===== config.mk =====
export PLATFORM = sky130hd
export DESIGN_NAME = cmfc_top
export DESIGN_NICKNAME = d
export VERILOG_FILES = /design/src/verilog/cmfc_pkg.sv /design/src/verilog/cmfc_fifo.sv /design/src/verilog/cmfc_top.sv
export SDC_FILE = /design/constraint.sdc
export NUM_CORES = 1
export LEC_CHECK = 0
export ABC_AREA = 1
export BUFFER_PORTS_ARGS = -buffer_cell sky130_fd_sc_hd__buf_2
export CAP_MARGIN = 10
export CORE_ASPECT_RATIO = 1.25
export CORE_MARGIN = 2
export CORE_UTILIZATION = 45
export DETAILED_ROUTE_END_ITERATION = 7
export PLACE_DENSITY = 0.66
export SETUP_SLACK_MARGIN = 0.4
export SLEW_MARGIN = 20
export SYNTH_ARGS = -nofsm -noshare
export SYNTH_HDL_FRONTEND = slang
export SYNTH_SLANG_ARGS = --single-unit

===== constraint.sdc =====
create_clock -name clk_i -period 3.05 [get_ports clk_i]
set_input_delay 0.4575 -clock clk_i [delete_from_list [all_inputs] [get_ports clk_i]]
set_output_delay 0.4575 -clock clk_i [all_outputs]
set_load 0.02 [all_outputs]

===== src/verilog/cmfc_pkg.sv =====
package cmfc_pkg;

   // ---------------------------------------------------------------
   // Register map (word byte addresses)
   // ---------------------------------------------------------------
   localparam logic [3:0] CMFC_ADDR_CTRL  = 4'h0;
   localparam logic [3:0] CMFC_ADDR_FLT5  = 4'h4;
   localparam logic [3:0] CMFC_ADDR_TSTMR = 4'h8;
   localparam logic [3:0] CMFC_ADDR_RXTS  = 4'hc;

   // ---------------------------------------------------------------
   // Control register fields
   // ---------------------------------------------------------------
   localparam int CMFC_ABORT_BIT  = 27;
   localparam int CMFC_REQ_LSB    = 24;
   localparam int CMFC_STAT_LSB   = 21;
   localparam int CMFC_CAP_BIT    = 20;
   localparam int CMFC_ON_BIT     = 15;
   localparam int CMFC_STOP_IN_IDLE_BIT  = 13;
   localparam int CMFC_BUSY_BIT   = 11;
   localparam int CMFC_DATA_BYTE_NET_COUNT_LSB  = 0;

   // Filter byte layout: enable top, mask choice two, fifo dest low five
   localparam int CMFC_FLT_EN_BIT = 7;
   localparam int CMFC_FLT_MS_LSB = 5;
   localparam int CMFC_FLT_FD_LSB = 0;

   // ---------------------------------------------------------------
   // Reset values
   // ---------------------------------------------------------------
   localparam logic [2:0] CMFC_REQ_RST  = 3'h4;
   localparam logic [2:0] CMFC_STAT_RST = 3'h4;

   // Cycles taken to wind down activity before a mode change lands
   localparam logic [3:0] CMFC_DRAIN_CYC = 4'h8;

   // ---------------------------------------------------------------
   // Operating modes
   // ---------------------------------------------------------------
   typedef enum logic [2:0] {
      CMFC_MODE_NORMAL   = 3'h0,
      CMFC_MODE_DISABLE  = 3'h1,
      CMFC_MODE_LOOPBACK = 3'h2,
      CMFC_MODE_LISTEN   = 3'h3,
      CMFC_MODE_CONFIG   = 3'h4,
      CMFC_MODE_RSV5     = 3'h5,
      CMFC_MODE_RSV6     = 3'h6,
      CMFC_MODE_LISTALL  = 3'h7
   } cmfc_mode_e;

   typedef enum logic [1:0] {
      CMFC_ST_IDLE  = 2'b00,
      CMFC_ST_DRAIN = 2'b01,
      CMFC_ST_APPLY = 2'b11
   } cmfc_state_e;

endpackage


===== src/verilog/cmfc_fifo.sv =====
`timescale 1ns/1ns
module cmfc_fifo #(
   parameter int WIDTH = 32,
   parameter int DEPTH = 4
) (
   // Clock and reset
   input  wire logic             clk_i,
   input  wire logic             sys_rst_i,
   // Fill side
   input  wire logic             in_valid_i,
   output logic                  in_ready_o,
   input  wire logic [WIDTH-1:0] in_data_i,
   // Drain side
   output logic                  out_valid_o,
   input  wire logic             out_ready_i,
   output logic [WIDTH-1:0]      out_data_o
);
   localparam int AW = (DEPTH > 1) ? $clog2(DEPTH) : 1;

   initial begin
      if (DEPTH < 2 || (DEPTH & (DEPTH - 1)) != 0) begin
         $error("cmfc_fifo depth must be a power of two, at least 2");
      end
   end

   typedef struct packed {
      logic [DEPTH-1:0][WIDTH-1:0] mem;
      logic [AW-1:0]               wp;
      logic [AW-1:0]               rp;
      logic [AW:0]                 cnt;
   } cmfc_fifo_s;

   cmfc_fifo_s q_r;
   cmfc_fifo_s q_nxt;
   logic       push;
   logic       pop;

   // Full compare at counter width; a narrower cast of DEPTH wraps to zero
   assign in_ready_o  = (q_r.cnt != (AW+1)'(DEPTH));
   assign out_valid_o = (q_r.cnt != '0);
   assign out_data_o  = q_r.mem[q_r.rp];

   always_comb begin
      q_nxt = q_r;
      push  = in_valid_i && in_ready_o;
      pop   = out_valid_o && out_ready_i;
      if (push) begin
         q_nxt.mem[q_r.wp] = in_data_i;
         q_nxt.wp          = q_r.wp + AW'(1);
      end
      if (pop) begin
         q_nxt.rp = q_r.rp + AW'(1);
      end
      if (push && !pop) begin
         q_nxt.cnt = q_r.cnt + (AW+1)'(1);
      end else if (pop && !push) begin
         q_nxt.cnt = q_r.cnt - (AW+1)'(1);
      end
   end

   always_ff @(posedge clk_i) begin
      if (sys_rst_i) begin
         q_r <= '0;
      end else begin
         q_r <= q_nxt;
      end
   end

endmodule


===== src/verilog/cmfc_top.sv =====
// Added by the designer: the register offsets and the Wishbone interface to the registers.
`timescale 1ns/1ns
module cmfc_top
   import cmfc_pkg::*;
#(
   parameter int NUM_TXBUF = 8,
   parameter int TS_WIDTH  = 16,
   parameter int FIFO_DEPTH = 4
) (
   // Clock and reset
   input  wire logic                 clk_i,
   input  wire logic                 sys_rst_i,
   // Wishbone classic slave
   input  wire logic                 wb_cyc_i,
   input  wire logic                 wb_stb_i,
   input  wire logic                 wb_we_i,
   input  wire logic [3:0]           wb_adr_i,
   input  wire logic [3:0]           wb_sel_i,
   input  wire logic [31:0]          wb_dat_i,
   output logic [31:0]               wb_dat_o,
   output logic                      wb_ack_o,
   // Transmit buffers
   output logic [NUM_TXBUF-1:0]      tx_abort_o,
   input  wire logic [NUM_TXBUF-1:0] tx_pending_i,
   // Protocol engine
   input  wire logic                 engine_active_i,
   input  wire logic                 rx_valid_msg_i,
   output logic                      module_enable_o,
   output logic [2:0]                mode_status_o,
   // Filters (twenty, twentyone)
   output logic [1:0]                filter_enable_o,
   output logic [3:0]                filter_mask_choice_o,
   output logic [9:0]                filter_fifo_dest_o,
   // Stamp stream to message store
   output logic                      rx_stamp_valid_o,
   input  wire logic                 rx_stamp_ready_i,
   output logic [TS_WIDTH-1:0]       rx_stamp_o,
   output logic                      rx_stamp_drop_o
);

   initial begin
      if (NUM_TXBUF < 1 || TS_WIDTH < 1 || TS_WIDTH > 32) begin
         $error("cmfc_top parameter out of range");
      end
   end

   // ----------------------------------------------------------------
   // State
   // ----------------------------------------------------------------
   typedef struct packed {
      logic                abort;
      logic [2:0]          req;
      logic [2:0]          stat;
      logic                cap;
      logic                on;
      logic                stop_in_idle;
      logic [4:0]          data_byte_net_count;
      logic [15:0]         flt;
      logic                act;
      cmfc_state_e         st;
      logic [3:0]          drain;
      logic [TS_WIDTH-1:0] tmr;
      logic [TS_WIDTH-1:0] last_ts;
      logic                drop;
      logic                ack;
      logic [31:0]         dat;
      logic [NUM_TXBUF-1:0] txab;
   } cmfc_s;

   cmfc_s q_r;
   cmfc_s q_nxt;

   logic                wr;
   logic                rd;
   logic [31:0]         ctrl_rd;
   logic [31:0]         wmask;
   logic [31:0]         wval;
   logic [7:0]          fb;
   logic                busy;
   logic                push_v;
   logic                push_rdy;
   logic                idle_ok;

   // ----------------------------------------------------------------
   // Bus decode
   // ----------------------------------------------------------------
   // One-cycle answer: ack the cycle after the request is seen
   assign wr = wb_cyc_i && wb_stb_i && wb_we_i && !q_r.ack;
   assign rd = wb_cyc_i && wb_stb_i && !wb_we_i && !q_r.ack;

   always_comb begin
      for (int i = 0; i < 4; i++) begin
         wmask[8*i +: 8] = {8{wb_sel_i[i]}};
      end
   end

   assign busy    = q_r.act;
   assign idle_ok = !engine_active_i && (tx_pending_i == '0);

   always_comb begin
      ctrl_rd = '0;
      ctrl_rd[CMFC_ABORT_BIT]              = q_r.abort;
      ctrl_rd[CMFC_REQ_LSB +: 3]           = q_r.req;
      ctrl_rd[CMFC_STAT_LSB +: 3]          = q_r.stat;
      ctrl_rd[CMFC_CAP_BIT]                = q_r.cap;
      ctrl_rd[CMFC_ON_BIT]                 = q_r.on;
      ctrl_rd[CMFC_STOP_IN_IDLE_BIT]              = q_r.stop_in_idle;
      ctrl_rd[CMFC_BUSY_BIT]               = busy;
      ctrl_rd[CMFC_DATA_BYTE_NET_COUNT_LSB +: 5]         = q_r.data_byte_net_count;
   end

   assign wval = wb_dat_i & wmask;

   // ----------------------------------------------------------------
   // Next state
   // ----------------------------------------------------------------
   always_comb begin
      q_nxt = q_r;
      fb    = '0;
      q_nxt.ack = wr || rd;

      if (rd) begin
         unique case (wb_adr_i)
            CMFC_ADDR_CTRL:  q_nxt.dat = ctrl_rd;
            CMFC_ADDR_FLT5:  q_nxt.dat = {16'h0000, q_r.flt};
            CMFC_ADDR_TSTMR: q_nxt.dat = 32'(q_r.tmr);
            CMFC_ADDR_RXTS:  q_nxt.dat = {q_r.drop, 31'(q_r.last_ts)};
            default:         q_nxt.dat = '0;
         endcase
      end

      // clear when all aborted
      // Evaluated before the bus write so that a new software set wins
      q_nxt.txab = q_r.abort ? {NUM_TXBUF{1'b1}} : '0;
      if (q_r.abort && q_r.txab != '0 && tx_pending_i == '0) begin
         q_nxt.abort = 1'b0;
      end

      if (wr && wb_adr_i == CMFC_ADDR_CTRL) begin
         if (wmask[CMFC_ABORT_BIT] && wb_dat_i[CMFC_ABORT_BIT]) begin
            q_nxt.abort = 1'b1;
         end
         if (wb_sel_i[3]) begin
            q_nxt.req = wb_dat_i[CMFC_REQ_LSB +: 3];
         end
         if (wb_sel_i[2]) begin
            q_nxt.cap = wb_dat_i[CMFC_CAP_BIT];
         end
         if (wb_sel_i[1]) begin
            q_nxt.on    = wb_dat_i[CMFC_ON_BIT];
            q_nxt.stop_in_idle = wb_dat_i[CMFC_STOP_IN_IDLE_BIT];
         end
         if (wb_sel_i[0]) begin
            q_nxt.data_byte_net_count = wb_dat_i[CMFC_DATA_BYTE_NET_COUNT_LSB +: 5];
         end
      end

      if (wr && wb_adr_i == CMFC_ADDR_FLT5) begin
         for (int f = 0; f < 2; f++) begin
            if (wb_sel_i[f]) begin
               fb = wval[8*f +: 8];
               q_nxt.flt[8*f + CMFC_FLT_EN_BIT] = fb[CMFC_FLT_EN_BIT];
               if (!q_r.flt[8*f + CMFC_FLT_EN_BIT]) begin
                  q_nxt.flt[8*f +: 7] = fb[6:0];
               end
            end
         end
      end

      // busy until the engine winds down
      if (q_r.on) begin
         q_nxt.act = 1'b1;
      end else if (idle_ok) begin
         q_nxt.act = 1'b0;
      end

      unique case (q_r.st)
         CMFC_ST_IDLE: begin
            if (q_r.req != q_r.stat) begin
               q_nxt.st    = CMFC_ST_DRAIN;
               q_nxt.drain = CMFC_DRAIN_CYC;
            end
         end
         CMFC_ST_DRAIN: begin
            if (q_r.drain != '0) begin
               q_nxt.drain = q_r.drain - 4'h1;
            end else if (idle_ok) begin
               q_nxt.st = CMFC_ST_APPLY;
            end
         end
         CMFC_ST_APPLY: begin
            q_nxt.stat = q_r.req;
            q_nxt.st   = CMFC_ST_IDLE;
         end
         default: q_nxt.st = CMFC_ST_IDLE;
      endcase

      // timer halts when capture is off
      if (q_r.cap && q_r.on) begin
         q_nxt.tmr = q_r.tmr + TS_WIDTH'(1);
      end
      if (q_r.cap && q_r.on && rx_valid_msg_i) begin
         q_nxt.last_ts = q_r.tmr;
         if (!push_rdy) begin
            q_nxt.drop = 1'b1;
         end
      end
      if (rd && wb_adr_i == CMFC_ADDR_RXTS && !(push_v && !push_rdy)) begin
         q_nxt.drop = 1'b0;
      end
   end

   always_ff @(posedge clk_i) begin
      if (sys_rst_i) begin
         q_r       <= '0;
         q_r.req   <= CMFC_REQ_RST;
         q_r.stat  <= CMFC_STAT_RST;
         q_r.st    <= CMFC_ST_IDLE;
      end else begin
         q_r <= q_nxt;
      end
   end

   // ----------------------------------------------------------------
   // Stamp buffer toward the message store
   // ----------------------------------------------------------------
   // stamp travels with message
   assign push_v = q_r.cap && q_r.on && rx_valid_msg_i;

   logic                fifo_v;
   logic [TS_WIDTH-1:0] fifo_d;
   logic                out_v_r;
   logic [TS_WIDTH-1:0] out_d_r;
   logic                take;

   cmfc_fifo #(
      .WIDTH (TS_WIDTH),
      .DEPTH (FIFO_DEPTH)
   ) u_fifo (
      .clk_i       (clk_i),
      .sys_rst_i   (sys_rst_i),
      .in_valid_i  (push_v),
      .in_ready_o  (push_rdy),
      .in_data_i   (q_r.tmr),
      .out_valid_o (fifo_v),
      .out_ready_i (take),
      .out_data_o  (fifo_d)
   );

   // Output skid register keeps the port flop-driven
   assign take = fifo_v && (!out_v_r || rx_stamp_ready_i);

   always_ff @(posedge clk_i) begin
      if (sys_rst_i) begin
         out_v_r <= 1'b0;
         out_d_r <= '0;
      end else if (take) begin
         out_v_r <= 1'b1;
         out_d_r <= fifo_d;
      end else if (rx_stamp_ready_i) begin
         out_v_r <= 1'b0;
      end
   end

   // ----------------------------------------------------------------
   // Outputs
   // ----------------------------------------------------------------
   assign wb_dat_o             = q_r.dat;
   assign wb_ack_o             = q_r.ack;
   assign tx_abort_o           = q_r.txab;
   assign module_enable_o      = q_r.on;
   assign mode_status_o        = q_r.stat;
   assign filter_enable_o      = {q_r.flt[15], q_r.flt[7]};
   assign filter_mask_choice_o = {q_r.flt[14:13], q_r.flt[6:5]};
   assign filter_fifo_dest_o   = {q_r.flt[12:8], q_r.flt[4:0]};
   assign rx_stamp_valid_o     = out_v_r;
   assign rx_stamp_o           = out_d_r;
   assign rx_stamp_drop_o      = q_r.drop;

endmodule

# After elaboration in Yosys (flattened, before gate mapping)
# Cells that the tools add are included.
# word_totals
word_cells,130
reg_bits,200
output_inout_bits,79
inputBits,56
# classes
n_mux,23
n_bitwise,4
n_reduce_logical,54
addsub,6
n_eq_ne,11
magnitude_cmp,3
# ops
op,count
$pmux 32 s4,1
$bwmux 64,1
$bmux 16 s2,1
$demux 16 s2,1
$mux 16,2
$logic_and 1x1->1,22
$add 16x1->16 const B,1
$and 16x16->16,1
$reduce_and 2->1,7
$reduce_and 3->1,4
$mux 3,3
$eq 4x4->1 const B,2
$logic_not 1->1,8
$logic_not 8->1,1
$mux 4,2
$mux 8,1
$ne 2x2->1 const B,4
$pmux 4 s2,1
$reduce_bool 2->1,4
$reduce_bool 8->1,1
$lt 2x3->1 const B,2
$mux 1,6
$mux 6,1
$add 2x1->2 const B,2
18 further kinds,22

# Depth between registers and ports, before layout
# logic_depth
depth_word,7
depth_mapped,12
depth_no_buf,11

# Cells and area by module
# Synthesis repeated with hierarchy kept, for this count alone.
# hier_totals
hier_cells,1398
hier_area_um2,9357.7
# modules_own_cells
module,n_inst,seq_area_each_um2,area_each_um2,cells_per_inst
cmfc_top,1,2302.2,5387.7,752
cmfc_fifo,1,1421.4,3970.1,646

# Least setup slack after synthesis
# Ideal clock, no wire load.
# synth_timing
kind,flip-flop to flip-flop
start,"register out_v_r, in the netlist rx_stamp_valid_o"
end,register u_fifo.q_r[2] (netlist bit)
t_arrival_ns,2.129
slack_ns,0.799
path_buffers,1
required_time_ns,2.928
period_less_slack_ns,2.251
stages_incl_launch_ff,11
setup_ns,0.122
path_cell_list,dfxtp_1 > inv_1 > o21ai_2 > clkbuf_1 > ha_1 > inv_1 > fa_1 > a21oi_1 > o21ai_0 > o21ai_0 > a21oi_1
# synth_via
elab_chain_len,7
word_cells_on_any_way,9
cone_classes,1 x mux; 8 x reduce/logical
# synth_lines
item,line,rtl
from (decl),cmfc_top.sv:232,logic out_v_r;
from (signal assigned),cmfc_top.sv:255,out_v_r <= 1'b0;
from (signal assigned),cmfc_top.sv:258,out_v_r <= 1'b1;
from (signal assigned),cmfc_top.sv:261,out_v_r <= 1'b0;
$logic_not 1->1 *,cmfc_top.sv:251,assign take = fifo_v && (!out_v_r || rx_stamp_ready_i);
$logic_or 1x1->1 *,cmfc_top.sv:251,
$logic_and 1x1->1 *,cmfc_top.sv:251,
$logic_and 1x1->1 *,cmfc_fifo.sv:46,pop = out_valid_o && out_ready_i;
$logic_not 1->1,cmfc_fifo.sv:54,if (push && !pop) begin
$logic_and 1x1->1,cmfc_fifo.sv:54,
$mux 3 or $reduce_bool 2->1 (tied branches),--,
to (signal assigned),cmfc_fifo.sv:65,q_r <= q_nxt;
to (decl),cmfc_fifo.sv:33,cmfc_fifo_s q_r;
# Mark *: on every way between the ends. The rest lies on a longest branch, timed or not.
# A chain may end at the register's enable or synchronous reset.

# Final worst setup path
# layout_timing
start,"register q_r, in the netlist module_enable_o"
end,register u_fifo.q_r[2] (netlist bit)
# layout_via
elab_chain_len,6
word_cells_on_any_way,8
cone_classes,1 x mux; 7 x reduce/logical
# layout_lines
item,line,rtl
from (decl),cmfc_top.sv:70,cmfc_s q_r;
from (signal assigned),cmfc_top.sv:220,q_r <= q_nxt;
$logic_and 1x1->1 * (2 in a row),cmfc_top.sv:228,assign push_v = q_r.cap && q_r.on && rx_valid_msg_i;
$logic_and 1x1->1 *,cmfc_fifo.sv:45,push = in_valid_i && in_ready_o;
$logic_not 1->1,cmfc_fifo.sv:56,end else if (pop && !push) begin
$logic_and 1x1->1,cmfc_fifo.sv:56,
$reduce_bool 2->1 (no source line),--,
# Marked as above.

==> impl_metrics.env <==
export IMPL_p_comb_share_pct=21.1
export IMPL_cts_resized=0
export IMPL_slew_violations=0
export IMPL_pre_cts_ws_ns=0.908
export IMPL_setup_viol=0
export IMPL_synth_async_sr_flop_share_pct=0
export IMPL_ant_nets=0
export IMPL_die_h_um=160
export IMPL_relSlewSlack_pct=27.7
export IMPL_p_per_area_mw_per_mm2=642
export IMPL_numCtsBuffers=17
export IMPL_clockBufferDepth=2
export IMPL_dp_cells=1450
export IMPL_min_period_ns=2.15
export IMPL_synth_cell_types=35
export IMPL_num_vias=7518
export IMPL_avgViaCountPerCell=5.07
export IMPL_worstPathCellList="nand2_2, nor2_8, nand2_4, clkinv_4, ha_1, inv_1, fa_1, a21oi_1, o21ai_0, o21ai_0, a21oi_1"
export IMPL_wl_met2_um=9630
export IMPL_ys_warn_count=0
export IMPL_dieArea_mm2=0.0205
export IMPL_synth_cell_area_mm2=0.00873
export IMPL_n_antenna_cell=0
export IMPL_synth_top_cell_area_share_pct=42.6
export IMPL_crit_fanout=6
export IMPL_globalplace_congestion=0.780
export IMPL_cts_sinks=186
export IMPL_m1WireLength_um=9400
export IMPL_synth_area_leaders="dfxtp_1 (43%), a21oi_1 (10%), nand2_1 (9.5%)"
export IMPL_p_int_mw=4.19
export IMPL_drt_first_iter_violations=511
export IMPL_fin_util_pct=50.2
export IMPL_drcViolationCount=0
export IMPL_drive_gt1_share_pct=15.1
export IMPL_first_global_vias=6639
export IMPL_status="finished clean"
export IMPL_grt_pass1_wl_um=33300
export IMPL_worstMarginPinSlew_ns=1.09
export IMPL_port_buffers=116
export IMPL_ys_flop_type="dfxtp_1"
export IMPL_critPathKind="reg2reg"
export IMPL_vdd_drop_max_mv=0.401
export IMPL_syn_avg_cell_area_um2=7.16
export IMPL_clk_pin_slew_worst_paths_ns=0.07
export IMPL_die_w_um=129
export IMPL_min_path_type="in2reg"
export IMPL_routedWlPerCell_um=13.7
export IMPL_worst_slack_ns=0.901
export IMPL_path_delay_family="flip-flops"
export IMPL_yosys_register_bits=186
export IMPL_synth_edf_count=0
export IMPL_arrival_ns=2.46
export IMPL_start_kind="flop"
export IMPL_cap_viol_max_count=0
export IMPL_crit_path_end_kind="flop"
export IMPL_initial_utilization_pct=46.2
export IMPL_path_buf_inv=2
export IMPL_p_switching_mw=1.91
export IMPL_dp_hpwl_um=13500
export IMPL_top_layer="met4"
export IMPL_power_frac_seq_pct=43.3
export IMPL_timing_setup_tns_ns=0
export IMPL_synth_area_leader_cell="dfxtp_1"
export IMPL_syn_inst=1219
export IMPL_clk_insertion_delay_late_ns=0.43
export IMPL_clock_power_share_pct=35.6
export IMPL_h_tree_depth=4
export IMPL_synthToLayoutAreaGrowth_pct=8.70
export IMPL_yosysSeqAreaShare_pct=42.6
export IMPL_fmax_ghz=0.465
export IMPL_core_area_mm2=0.0189
export IMPL_hold_buffers=0
export IMPL_cp_required_ns=3.36
export IMPL_boundaryPins=135
export IMPL_sw_frac_of_total_pct=31.3
export IMPL_grt_setup_unrepaired="false"
export IMPL_fillers=1955
export IMPL_cts_tree="built"
export IMPL_synth_commonest_cells="nand2_1 (221), dfxtp_1 (186), a21oi_1 (180)"
export IMPL_p_leak_nw=3.96
export IMPL_hold_viol_final=0
export IMPL_rows=56
export IMPL_synth_most_common_cell="nand2_1"
export IMPL_power_mw=6.10
export IMPL_met3_length_um=970
export IMPL_drt_wl_total_um=20300
export IMPL_num_nets_final=1302
export IMPL_stdcell_count=1482
export IMPL_cts_root_buf="clkbuf_16"
export IMPL_finalClockSkew_ns=0.0143
export IMPL_grt_usage_pct=19.8
export IMPL_grt_ovfl_total=0
export IMPL_antenna_found_initial=0
export IMPL_grt_max_degree=98
export IMPL_drt_pass1_iter_count=5
export IMPL_max_stage_delay_ns=0.52
export IMPL_post_cts_buffers=0
export IMPL_timing_final_crit_share_pct=70.5
export IMPL_slowest_stage="dfxtp_1"
layout by cell type, fill, tap and decap left out, types with 2 or more instances in the layout:
cell        synthesis  layout
dfxtp_1           186     186
o21ai_0           120     120
nand2_1           221     221
nor2_4              5       6
o21ai_1             2       2
nand2_2             4       4
conb_1              1       7
buf_2              21     116
clkinv_4            1       3
clkinv_2            0       6
clkinvlp_4          0       2
nor3_1              3       3
buf_4              64      18
bufinv_16           0       2
nor2_1             90      90
nand4_1            18      18
inv_1              95      95
nand3_1           122     122
ha_1                8       8
a21oi_1           180     180
nor2_2              4       3
nand2_4             3       3
inv_2               2       3
inv_6               0       3
clkbuf_16           0      17
sequential cells by signal, summed over array words and instances (netlist names), 3 cells and up:
signal / flops
u_fifo.q_r: 71
q_r: 38
wb_dat_o: 25
rx_stamp_o: 16
ctrl_rd: 11
filter_fifo_dest_o: 10
filter_mask_choice_o: 4
mode_status_o: 3
worst register-to-register path, cell delays in order (launching register included):
cell and delay, ns:
dfxtp_1 0.52, nand2_2 0.21, nor2_8 0.16, nand2_4 0.09, clkinv_4 0.05, ha_1 0.12, inv_1 0.06, fa_1 0.38
a21oi_1 0.14, o21ai_0 0.10, o21ai_0 0.16, a21oi_1 0.05
logic make-up (layout without fill, tap and decap cells):
kind of cell | Yosys count | count (layout) | synth area share (%)
AOI/OAI and AO/OA | 305 | 305 | 17.6
xor gates and xnor gates | 2 | 2 | 0.201
adders and majority gates | 9 | 9 | 1.38
buffers and inverters | 241 | 266 | 14.1
DFF | 186 | 186 | 42.6
other | 1 | 7 | 0.0430
and+or+nand+nor | 475 | 475 | 24.1
power groups by stage:
| stage | sequential, mW | combinational [mW] | clock, mW |
|---|---|---|---|
| floorplan | 2.84 | 0.780 | 0 |
| finish | 2.64 | 1.29 | 2.17 |
| global route | 2.65 | 1.47 | 2.30 |
| global placement | 2.69 | 1.28 | 0 |
| CTS | 2.64 | 1.30 | 2.22 |
| detailed placement | 2.69 | 1.29 | 0 |
final cells by class:
class	instances	area (um^2)	area share [%]
multi-input cells	798	3810	40.1
flip-flops and latches	186	3720	39.2
repair buffers	134	716	7.54
clock inverters	15	149	1.57
well taps	232	290	3.06
clock buffers	17	425	4.48
inverters	100	380	4.01
path summary, 6_finish.rpt:
path	from	to	slack (ns)	cells past startpoint
worst min-delay path	wb_dat_i[26]	ctrl_rd[26]	0.28	3
worst min register to register	u_fifo.q_r[42]	u_fifo.q_r[42]	0.45	2
worst max-delay path	module_enable_o	u_fifo.q_r[2]	0.90	11
worst max register to register	module_enable_o	u_fifo.q_r[2]	0.90	11
metal layers:
| layer | GRT usage (%) | vias up |
|---|---|---|
| met5 | 0 | - |
| met4 | 6.08 | 0 |
| met3 | 4.42 | 19 |
| met2 | 32.8 | 189 |
| met1 | 25.8 | 3364 |
| li1 | - | 3946 |
stage by stage:
| stage | cell area, um^2 | hold slack (ns) |
|---|---|---|
| after floorplan | 8750 | 0.426 |
| after global placement | 8920 | 0.438 |
| after detailed placement | 8920 | 0.443 |
| after CTS | 9490 | 0.263 |
| after global routing | 9490 | 0.287 |
| final | 9490 | 0.278 |
Power figures use the tool's default switching activity.
